--- src/inc/epm_defs.vh ---
// register offsets, field positions and reset values of the performance monitor counters
`ifndef EPM_DEFS_VH
`define EPM_DEFS_VH

// apb address width in bits (byte addresses)
`define EPM_ADDR_W 8

// register byte offsets, one aligned 32-bit word each
`define EPM_OFF_PAT_UPPER 8'h00
`define EPM_OFF_PAT_LOWER 8'h04
`define EPM_OFF_SLIP 8'h08
`define EPM_OFF_ZV_UPPER 8'h0C
`define EPM_OFF_ZV_LOWER 8'h10
`define EPM_OFF_IRQ_STATUS 8'h14
`define EPM_OFF_IRQ_MASK 8'h18

// byte fields of a 16-bit count
`define EPM_HI_MSB 15
`define EPM_HI_LSB 8
`define EPM_LO_MSB 7
`define EPM_LO_LSB 0

// interrupt status and mask bit positions: a counter has reached all ones
`define EPM_IRQ_PAT_SAT 0
`define EPM_IRQ_SLIP_SAT 1
`define EPM_IRQ_ZV_SAT 2
`define EPM_IRQ_W 3

// reset values
`define EPM_RST_CNT16 16'h0000
`define EPM_RST_CNT8 8'h00
`define EPM_RST_IRQ 3'h0

`endif

--- src/hw/epm_counters.v ---
// clear-on-read error and slip counters of the e1 performance monitor with an apb slave
`timescale 1ns/1ps
`include "epm_defs.vh"

module epm_counters
(
	input wire pclk,
	input wire presetn,
	input wire clk_en,
	input wire psel,
	input wire penable,
	input wire pwrite,
	input wire [`EPM_ADDR_W-1:0] paddr,
	input wire [31:0] pwdata,
	input wire [3:0] pstrb,
	output wire pready,
	output wire [31:0] prdata,
	output wire pslverr,
	input wire pattern_error_evt,
	input wire tx_slip_evt,
	input wire zero_violation_evt,
	output wire irq
);

	// saturating increment of a 16-bit count
	function [15:0] sat_inc16;
		input [15:0] cnt;
		input ev;
		begin
			if (ev && (cnt != 16'hFFFF))
				sat_inc16 = cnt + 16'h0001;
			else
				sat_inc16 = cnt;
		end
	endfunction

	// saturating increment of an 8-bit count
	function [7:0] sat_inc8;
		input [7:0] cnt;
		input ev;
		begin
			if (ev && (cnt != 8'hFF))
				sat_inc8 = cnt + 8'h01;
			else
				sat_inc8 = cnt;
		end
	endfunction

	// true when this cycle takes a 16-bit count to all ones; only the transition raises a flag
	function reached16;
		input [15:0] nxt;
		input [15:0] cur;
		begin
			reached16 = (nxt == 16'hFFFF) && (cur != 16'hFFFF);
		end
	endfunction

	// true when this cycle takes an 8-bit count to all ones
	function reached8;
		input [7:0] nxt;
		input [7:0] cur;
		begin
			reached8 = (nxt == 8'hFF) && (cur != 8'hFF);
		end
	endfunction

	reg [15:0] pat_cnt_q;
	reg [15:0] pat_cnt_d;
	reg [15:0] pat_hold_q;
	reg [15:0] pat_hold_d;
	reg pat_pend_q;
	reg pat_pend_d;
	reg [15:0] zv_cnt_q;
	reg [15:0] zv_cnt_d;
	reg [15:0] zv_hold_q;
	reg [15:0] zv_hold_d;
	reg zv_pend_q;
	reg zv_pend_d;
	reg [7:0] slip_cnt_q;
	reg [7:0] slip_cnt_d;
	reg [15:0] lat_q;
	reg [15:0] lat_d;
	reg [31:0] rdata_q;
	reg [31:0] rdata_d;
	reg err_q;
	reg err_d;
	reg [`EPM_IRQ_W-1:0] irq_stat_q;
	reg [`EPM_IRQ_W-1:0] irq_stat_d;
	reg [`EPM_IRQ_W-1:0] irq_mask_q;
	reg [`EPM_IRQ_W-1:0] irq_mask_d;
	reg [`EPM_IRQ_W-1:0] sat_set;
	reg [`EPM_IRQ_W-1:0] w1c;

	wire setup_ph;
	wire access_ph;
	wire rd_acc;
	wire wr_acc;
	wire sel_pat_hi;
	wire sel_pat_lo;
	wire sel_slip;
	wire sel_zv_hi;
	wire sel_zv_lo;
	wire sel_stat;
	wire sel_mask;
	wire mapped;

	// slave never inserts wait states, but a frozen block must not finish a transfer
	assign pready = clk_en;
	assign prdata = rdata_q;
	assign pslverr = err_q & access_ph;
	assign irq = |(irq_stat_q & irq_mask_q);

	// phase and address decode
	assign setup_ph = psel & ~penable;
	assign access_ph = psel & penable;
	assign rd_acc = access_ph & ~pwrite & clk_en;
	assign wr_acc = access_ph & pwrite & clk_en;
	assign sel_pat_hi = (paddr == `EPM_OFF_PAT_UPPER);
	assign sel_pat_lo = (paddr == `EPM_OFF_PAT_LOWER);
	assign sel_slip = (paddr == `EPM_OFF_SLIP);
	assign sel_zv_hi = (paddr == `EPM_OFF_ZV_UPPER);
	assign sel_zv_lo = (paddr == `EPM_OFF_ZV_LOWER);
	assign sel_stat = (paddr == `EPM_OFF_IRQ_STATUS);
	assign sel_mask = (paddr == `EPM_OFF_IRQ_MASK);
	assign mapped = sel_pat_hi | sel_pat_lo | sel_slip | sel_zv_hi | sel_zv_lo
		| sel_stat | sel_mask;

	// read data and the full-width snapshot are taken in the setup cycle so that
	// prdata comes from a flop; the access edge then subtracts exactly what was shown
	always @*
	begin
		rdata_d = rdata_q;
		lat_d = lat_q;
		err_d = err_q;
		if (setup_ph)
		begin
			rdata_d = 32'h00000000;
			lat_d = 16'h0000;
			err_d = ~mapped;
			if (sel_pat_hi)
			begin
				rdata_d[7:0] = pat_cnt_q[`EPM_HI_MSB:`EPM_HI_LSB];
				lat_d = pat_cnt_q;
			end
			else if (sel_pat_lo)
			begin
				// a lower read after an upper read returns the captured byte
				if (pat_pend_q)
					rdata_d[7:0] = pat_hold_q[`EPM_LO_MSB:`EPM_LO_LSB];
				else
					rdata_d[7:0] = pat_cnt_q[`EPM_LO_MSB:`EPM_LO_LSB];
			end
			else if (sel_slip)
			begin
				rdata_d[7:0] = slip_cnt_q;
				lat_d = {8'h00, slip_cnt_q};
			end
			else if (sel_zv_hi)
			begin
				rdata_d[7:0] = zv_cnt_q[`EPM_HI_MSB:`EPM_HI_LSB];
				lat_d = zv_cnt_q;
			end
			else if (sel_zv_lo)
			begin
				if (zv_pend_q)
					rdata_d[7:0] = zv_hold_q[`EPM_LO_MSB:`EPM_LO_LSB];
				else
					rdata_d[7:0] = zv_cnt_q[`EPM_LO_MSB:`EPM_LO_LSB];
			end
			else if (sel_stat)
				rdata_d[`EPM_IRQ_W-1:0] = irq_stat_q;
			else if (sel_mask)
				rdata_d[`EPM_IRQ_W-1:0] = irq_mask_q;
		end
	end

	// pattern error counter with upper/lower read pairing
	always @*
	begin
		pat_cnt_d = sat_inc16(pat_cnt_q, pattern_error_evt);
		pat_hold_d = pat_hold_q;
		pat_pend_d = pat_pend_q;
		if (rd_acc && sel_pat_hi)
		begin
			// a repeated upper read simply takes a fresh snapshot
			pat_hold_d = lat_q;
			pat_pend_d = 1'b1;
		end
		else if (rd_acc && sel_pat_lo && pat_pend_q)
		begin
			// only the snapshot is removed, so events since the upper read survive
			pat_cnt_d = sat_inc16(pat_cnt_q - pat_hold_q, pattern_error_evt);
			pat_pend_d = 1'b0;
		end
	end

	// excessive-zero violation counter, same pairing as the pattern counter
	always @*
	begin
		zv_cnt_d = sat_inc16(zv_cnt_q, zero_violation_evt);
		zv_hold_d = zv_hold_q;
		zv_pend_d = zv_pend_q;
		if (rd_acc && sel_zv_hi)
		begin
			zv_hold_d = lat_q;
			zv_pend_d = 1'b1;
		end
		else if (rd_acc && sel_zv_lo && zv_pend_q)
		begin
			zv_cnt_d = sat_inc16(zv_cnt_q - zv_hold_q, zero_violation_evt);
			zv_pend_d = 1'b0;
		end
	end

	// transmit slip counter: one strobe per repeated or dropped frame
	always @*
	begin
		slip_cnt_d = sat_inc8(slip_cnt_q, tx_slip_evt);
		if (rd_acc && sel_slip)
			slip_cnt_d = sat_inc8(slip_cnt_q - lat_q[7:0], tx_slip_evt);
	end

	// write-one-to-clear strobes for the status bits
	always @*
	begin
		w1c = {`EPM_IRQ_W{1'b0}};
		if (wr_acc && sel_stat && pstrb[0])
			w1c = pwdata[`EPM_IRQ_W-1:0];
	end

	// sticky saturation flags; a set in the cycle of its clear wins
	always @*
	begin
		sat_set = {`EPM_IRQ_W{1'b0}};
		sat_set[`EPM_IRQ_PAT_SAT] = reached16(pat_cnt_d, pat_cnt_q);
		sat_set[`EPM_IRQ_ZV_SAT] = reached16(zv_cnt_d, zv_cnt_q);
		sat_set[`EPM_IRQ_SLIP_SAT] = reached8(slip_cnt_d, slip_cnt_q);
		irq_stat_d = (irq_stat_q & ~w1c) | sat_set;
	end

	// interrupt mask, plain read/write
	always @*
	begin
		irq_mask_d = irq_mask_q;
		if (wr_acc && sel_mask && pstrb[0])
			irq_mask_d = pwdata[`EPM_IRQ_W-1:0];
	end

	// pattern counter state; frozen with the clock enable so no strobe is half taken
	always @(posedge pclk or negedge presetn)
	begin
		if (!presetn)
		begin
			pat_cnt_q <= `EPM_RST_CNT16;
			pat_hold_q <= `EPM_RST_CNT16;
			pat_pend_q <= 1'b0;
		end
		else if (clk_en)
		begin
			pat_cnt_q <= pat_cnt_d;
			pat_hold_q <= pat_hold_d;
			pat_pend_q <= pat_pend_d;
		end
	end

	// zero violation counter state
	always @(posedge pclk or negedge presetn)
	begin
		if (!presetn)
		begin
			zv_cnt_q <= `EPM_RST_CNT16;
			zv_hold_q <= `EPM_RST_CNT16;
			zv_pend_q <= 1'b0;
		end
		else if (clk_en)
		begin
			zv_cnt_q <= zv_cnt_d;
			zv_hold_q <= zv_hold_d;
			zv_pend_q <= zv_pend_d;
		end
	end

	// transmit slip counter state
	always @(posedge pclk or negedge presetn)
	begin
		if (!presetn)
		begin
			slip_cnt_q <= `EPM_RST_CNT8;
		end
		else if (clk_en)
		begin
			slip_cnt_q <= slip_cnt_d;
		end
	end

	// read path: snapshot, read data and error flag
	always @(posedge pclk or negedge presetn)
	begin
		if (!presetn)
		begin
			lat_q <= `EPM_RST_CNT16;
			rdata_q <= 32'h00000000;
			err_q <= 1'b0;
		end
		else if (clk_en)
		begin
			lat_q <= lat_d;
			rdata_q <= rdata_d;
			err_q <= err_d;
		end
	end

	// interrupt status and mask
	always @(posedge pclk or negedge presetn)
	begin
		if (!presetn)
		begin
			irq_stat_q <= `EPM_RST_IRQ;
			irq_mask_q <= `EPM_RST_IRQ;
		end
		else if (clk_en)
		begin
			irq_stat_q <= irq_stat_d;
			irq_mask_q <= irq_mask_d;
		end
	end

endmodule

--- config.mk ---
export PLATFORM = sky130hd
export DESIGN_NAME = epm_counters
export DESIGN_NICKNAME = d
export VERILOG_FILES = /design/src/hw/epm_counters.v
export VERILOG_INCLUDE_DIRS = /design/src /design/src/inc
export SDC_FILE = /design/constraint.sdc
export NUM_CORES = 1
export LEC_CHECK = 0
export ABC_AREA = 1
export BUFFER_PORTS_ARGS = -buffer_cell sky130_fd_sc_hd__buf_2
export CORE_MARGIN = 3
export CORE_UTILIZATION = 55
export DETAILED_ROUTE_END_ITERATION = 6
export PLACE_DENSITY_LB_ADDON = 0.05
export SYNTH_ARGS = -nofsm -noshare
export SYNTH_HDL_FRONTEND = slang
export SYNTH_SLANG_ARGS = --single-unit
--- constraint.sdc ---
create_clock -name pclk -period 5.7 [get_ports pclk]
set_clock_uncertainty 0.2 [all_clocks]
set_input_delay 0.57 -clock pclk [delete_from_list [all_inputs] [get_ports pclk]]
set_output_delay 0.57 -clock pclk [all_outputs]
set_load 0.03 [all_outputs]
==> results of run 1 <==
final timing paths:
kind,from,end,slack [ps]
min reg2reg,zv_hold_q[9],zv_hold_q[9],290
min in group pclk,pwdata[1],irq_mask_q[1],280
min,presetn,pat_hold_q[10],70
max,pat_cnt_q[0],irq_stat_q[0],1710
max in group asynchronous,presetn,reached16.cur[8],4110
max reg2reg,pat_cnt_q[0],irq_stat_q[0],1710
per-stage QoR:
stage	utilization, %	power [mW]	instances	setup WS (ps)	hold WS (ps)
floorplan	-	2.29	1723	2560	74.4
global placement	58.1	2.68	1923	1850	269
detailed placement	58.1	2.72	1923	1810	273
CTS	59.9	3.41	1939	1790	100
global route	59.9	3.74	1939	1470	115
finish	59.9	3.44	1939	1710	72.7
final cells by class:
class / count / area [um^2] / area share [%]
Multi-Input combinational cell: 1283 / 6490 / 59.3
Tap cell: 229 / 287 / 2.62
Timing Repair Buffer: 35 / 188 / 1.71
Clock buffer: 10 / 239 / 2.18
Clock inverter: 6 / 97.6 / 0.892
Inverter: 271 / 1020 / 9.29
Sequential cell: 105 / 2630 / 24.0
placed cells by master (no fill, tap or decap), types with 5 or more instances in the layout:
cell type and n:
nand2_1 544, inv_1 259, nand3_1 144, nor2_1 127, o21ai_0 116, dfrtp_1 105
a21oi_1 59, nand4_1 48, ha_1 45, xor2_1 30, buf_2 30, conb_1 24
nor3_1 22, nor2_2 12, inv_2 10, nand3b_1 9, o211ai_1 9, clkbuf_16 9
xnor2_1 8, nand3_2 8, a211oi_1 7, nand2_2 7, a31oi_1 6, nor2_4 6
a221oi_1 5, o22ai_1 5, and2_1 5, buf_4 5
power groups by stage:
stage,Clock (mW),Combinational [mW],Sequential (mW)
floorplan,0,1.38,0.918
global placement,0,1.72,0.953
detailed placement,0,1.76,0.955
CTS,0.702,1.77,0.941
global route,0.739,2.05,0.956
finish,0.697,1.80,0.943
sequential cells by signal, summed over array words and instances (netlist names):
| name | cells |
|---|---|
| reached16.cur | 16 |
| irq_stat_q | 3 |
| zv_pend_q | 1 |
| irq_mask_q | 3 |
| err_q | 1 |
| reached8.cur | 8 |
| lat_q | 16 |
| pat_cnt_q | 16 |
| pat_hold_q | 16 |
| pat_pend_q | 1 |
| prdata | 8 |
| zv_hold_q | 16 |
logic make-up after synthesis:
logic type,after synthesis,share of synthesized area (%)
xor gates and xnor gates,38,3.20
adders and majority gates,48,5.99
buffers and inverters,335,13.2
and+or+nand+nor,949,40.3
other,1,0.0361
muxes,2,0.193
DFF,105,25.3
AOI/OAI and AO/OA,222,11.8
metal layers:
layer	up-vias	track usage, %
met5	-	0
met4	0	4.11
met3	23	3.59
met2	425	45.0
met1	4987	47.9
li1	5417	-
==> impl_metrics.toml, run 1 <==
[timing]
max_freq_ghz = 0.251
timing.final.hold_violations = 0
final.setup.tns_ps = 0
setup_violations = 0
grt_setup_unrepaired = "false"
finalWorstPathRequiredPeriod_ps = 3990
layout_worst_path_cycle_share_pct = 70.0
tightest_slew_ps = 1160
final-max-slew-violation-count = 0
slew_headroom_pct = 22.2

[setup_path]
crit_chain = "inv_1, ha_1, inv_1, fa_1, ha_1, inv_1, nor2_2, nand3_2, nor2_4, nand2_4, nor2_8, nand3_4, nand2_4, inv_2, nand2_1, nand3_1, o21ai_0, nand2_1, nor2_1, nand3_1, nand2_1"
path_max_fanout = 16
worst_path_max_delay_cell = "fa_1"
cp_data_arrival_time_ps = 4080
critPathKind = "reg2reg"
timing.critical_path.to_type = "register"
cp.buffers_inverters = 4
startpoint_type = "register"
worst-endpoint-required_ps = 5790
timing.critical_path.slowest_cell_delay_ps = 550
worstSetupPathDepth = 21
critPathTopFamily = "simple AND/OR/NAND/NOR gates"
reg2reg_depth = 21

[cts]
root_buffer = "clkbuf_16"
post_cts_resize_count = 0
htree_levels = 3
clock_sinks = 105
clk_latency_ps = 350
cts_made_buffers = 9
cts-root-to-sink-buffers = 2
cts.clk_slew.worst_paths_ps = 80
tritoncts = "done"
postCtsSetupBuffers = 0
cts_hold_repair.buffers = 0

[global_routing]
grt_use_total_pct = 30.2
largest_net_degree_at_the_start_of_global_routing = 56
antenna_violations_before_repair = 0
grt_pass1_wl_um = 49600
global_route.overflow_total = 0
grt_pass1_vias = 9437

[drt]
dr_wl_met2_um = 13000
dr_wl_met3_um = 2580
via_count = 10900
route.detailed.drc = 0
routedLengthMet1_um = 14800
detailedRoute.firstPassIterationCount = 6
drt-vias-per-instance = 5.60
final_routed_wirelength_um = 30700
detail_route.wl_per_cell_um = 15.9
routed.top_layer = "met4"
drt.antenna.violating_nets = 0
drt_iter0_drc = 1039

[placement]
globalplace.congestion = 0.950
placed_cell_area_um2 = 10600
buffer_ports.inserted = 31
detailedPlacementHpwl_um = 24600

[floorplan]
die_area_um2 = 20600
floorplan.rows = 49
floorplan.initialDensity_pct = 56.9
design.portCount = 88
die_height_um = 143
core_region_area_um2 = 18300
die-width_um = 143

[logic_synthesis]
synth_top_cells_by_count = "nand2_1 (544), inv_1 (259), nand3_1 (144)"
postSynthAreaPerCell_um2 = 6.12
synth_async_sr_flop_share_pct = 100
netlist_instances = 1700
synth_ff_type = "dfrtp_1"
synth_enable_flop_cells = 0
post-synth-top-count-cell = "nand2_1"
synth.ff_latch_count = 105
synth_top_area_cell = "dfrtp_1"
ys_seq_area_share_pct = 25.3
ranking_of_synthesized_cells_by_area = "dfrtp_1 (25%), nand2_1 (20%), inv_1 (9.4%)"
synth_top_area_share_pct = 25.3
yosys.cell_types.count = 53
syn_area_um2 = 10400
yosys_warnings = 0

[power_and_ir_drop]
combPwrFrac_pct = 52.4
power.leakage_nw = 5.67
power.switching_mw = 1.67
powerDensity_nw_per_um2 = 315
fraction_of_power_spent_switching_nets_pct = 48.4
vdd.ir_drop.worst_mv = 0.168
cellInternalPower_mw = 1.78
pwr-share-seq_pct = 27.4
power.clock.fraction_pct = 20.2

[cells_and_area]
diodes = 0
fill_cells = 1838
finalInstanceArea_um2 = 10900
area.growth.synth_to_final_pct = 5.28
fraction_of_final_layout_cells_with_drive_strength_greater_than_1_pct = 6.37
final_nets = 1806

[job]
drv_cap = 0

[status]
run_status = "completed"

[min_path]
hp-class = "in2async"
No activity file was read; power rests on OpenSTA's default activity.
==> inputs of run 2 (changes only) <==
==> constraint.sdc (replaced) <==
create_clock -name pclk -period 3.8 [get_ports pclk]
set_clock_uncertainty 0.2 [all_clocks]
set_input_delay 0.38 -clock pclk [delete_from_list [all_inputs] [get_ports pclk]]
set_output_delay 0.38 -clock pclk [all_outputs]
set_load 0.03 [all_outputs]
==> run 2 against run 1 <==
  * Die area unchanged
  * Utilization increased by 1.5 points
  * Cell count increased by 2.0%
  * Hold slack improved by 16 ps
  * Non-clock buffer count increased by 38
  * Fmax increased by 11%
  * Critical path depth unchanged
  * Global-route usage increased by 0.57 points
  * Total power increased by 49%
  * Via count increased by 2.4%
  * Critical endpoint is now irq_stat_q[2]
  * Highest routed layer is now met5
==> impl_metrics.toml, run 2 (synthesis results as in run 1) <==
[cts]
tritoncts = "done"
clock_sinks = 105
root_buffer = "clkbuf_16"
htree_levels = 3
cts_made_buffers = 9
cts-root-to-sink-buffers = 2
clk_latency_ps = 360
cts.clk_slew.worst_paths_ps = 80

[placement]
buffer_ports.inserted = 31
globalplace.congestion = 0.946
placed_cell_area_um2 = 10900
place_ws_ps = 225
detailedPlacementHpwl_um = 25300

[drt]
drt-vias-per-instance = 5.62
drt_iter0_drc = 1058
final_routed_wirelength_um = 31700
detailedRoute.firstPassIterationCount = 5
route.detailed.drc = 0
drt.antenna.violating_nets = 0
detail_route.wl_per_cell_um = 16.0
via_count = 11100

[timing]
final.setup.tns_ps = 0
finalWorstPathRequiredPeriod_ps = 3600
post-route-worst-setup-slack_ps = 200
grt_setup_unrepaired = "false"
timing.final.hold_violations = 0
slew_headroom_pct = 34.9
tightest_slew_ps = 974
final-max-slew-violation-count = 0
layout_worst_path_cycle_share_pct = 94.7
setup_violations = 0
max_freq_ghz = 0.278

[global_routing]
grt_pass1_vias = 9579
antenna_violations_before_repair = 1
grt_use_total_pct = 30.8
largest_net_degree_at_the_start_of_global_routing = 53
global_route.overflow_total = 0
grt_pass1_wl_um = 50500

[power_and_ir_drop]
vdd.ir_drop.worst_mv = 0.253
powerDensity_nw_per_um2 = 458
power.leakage_nw = 5.84

[floorplan]
design.portCount = 88
die-width_um = 143
die_area_um2 = 20600
floorplan.rows = 49
floorplan.initialDensity_pct = 56.9
die_height_um = 143
core_region_area_um2 = 18300

[job]
drv_cap = 0

[setup_path]
r2r-end = "irq_stat_q[2]"
reg2reg_depth = 21
critPathTopFamily = "simple AND/OR/NAND/NOR gates"
path_common_cell = "nand2_1"
crit_chain = "clkinv_1, ha_1, inv_1, fa_1, nand3_1, nand2_1, nand2_1, nand2_1, inv_1, nand3_2, nor2_4, nand3_1, nor2_1, nor2_2, nand2_1, nand2_1, a21oi_1, nand2_1, nor2_2, nand4_1, nand2_1"
cp_data_arrival_time_ps = 3700
timing.critical_path.slowest_cell_delay_ps = 490
cp.buffers_inverters = 3
path_max_fanout = 8
r2r_start = "reached16.cur[0]"
worst-endpoint-required_ps = 3900
critPathLaunch = "reached16.cur[0]"
startpoint_type = "register"
worst_path_max_delay_cell = "fa_1"
critPathKind = "reg2reg"
timing.reg2reg.setup_slack_ps = 200
timing.critical_path.to_type = "register"

[cells_and_area]
finalInstanceArea_um2 = 11200
commonest_non_fill_non_tap_cell_in_the_layout = "nand2_1"
diodes = 0
final_nets = 1845
fill_cells = 1861
area.growth.synth_to_final_pct = 7.86
layout_common_cells = "nand2_1 (544), inv_1 (259), nand3_1 (144)"
fraction_of_final_layout_cells_with_drive_strength_greater_than_1_pct = 8.52

[min_path]
holdPathStages = 3
min-delay-start = "pwdata[1]"
endpoint_worst_hold = "irq_mask_q[1]"
hp-class = "in2reg"

[status]
run_status = "completed"
[run 2: worst register-to-register path, cell delays in order, from the launching register on]
cell and delay, ps:
dfrtp_1 410, clkinv_1 70, ha_1 140, inv_1 50, fa_1 490, nand3_1 140, nand2_1 160, nand2_1 90
nand2_1 140, inv_1 120, nand3_2 170, nor2_4 190, nand3_1 140, nor2_1 130, nor2_2 110, nand2_1 70
nand2_1 50, a21oi_1 210, nand2_1 100, nor2_2 170, nand4_1 130, nand2_1 80
[run 2: where the power goes]
group	internal [mW]	switching, mW
combinational	0.896	1.96
clock	0.473	0.450
sequential	1.23	0.121
total	2.60	2.53
[run 2: final cells by class]
type                            count  area (um^2)  share of cell area [%]
Multi-Input combinational cell   1284         6520                    58.1
Clock inverter                      6         50.0                   0.446
Timing Repair Buffer               73          475                    4.24
Inverter                          271         1020                    9.07
Clock buffer                       10          239                    2.13
Tap cell                          229          287                    2.55
Sequential cell                   105         2630                    23.4
[run 2: worst max path at each step]
| stage | end | slack (ps) | depth (start not counted) |
|---|---|---|---|
| after global routing | irq_stat_q[2] | 3 | 20 |
| after floorplan | irq_stat_q[0] | 660 | 20 |
| after CTS | irq_stat_q[2] | 210 | 19 |
| after global placement | irq_stat_q[0] | 260 | 21 |
| final | irq_stat_q[2] | 200 | 21 |
| after detailed placement | irq_stat_q[0] | 230 | 20 |
[run 2: through the flow]
stage / hold slack, ps / cells / utilization, % / power (mW)
after detailed placement: 261 / 1956 / 59.4 / 4.14
after global placement: 256 / 1956 / 59.4 / 4.10
after CTS: 83.1 / 1973 / 61.1 / 5.07
final: 88.6 / 1978 / 61.4 / 5.13
after floorplan: -116 / 1723 / - / 3.44
after global routing: 105 / 1978 / 61.4 / 5.57
[run 2: timing repair]
item	4_1_cts	5_1_grt
hold buffers	1	0
endpoints found under the hold margin	49	0
buffers inserted	0	4
setup endpoints to repair	0	3
resized for setup	0	4
[run 2: layer usage]
layer  part of all wire, %  GRT usage [%]  routed length, um
met1                    49           49.0              15500
met2                    42           45.1              13400
met3                   7.9           3.86               2490
met4                  0.97           5.10                306
met5                 0.025              0                  8
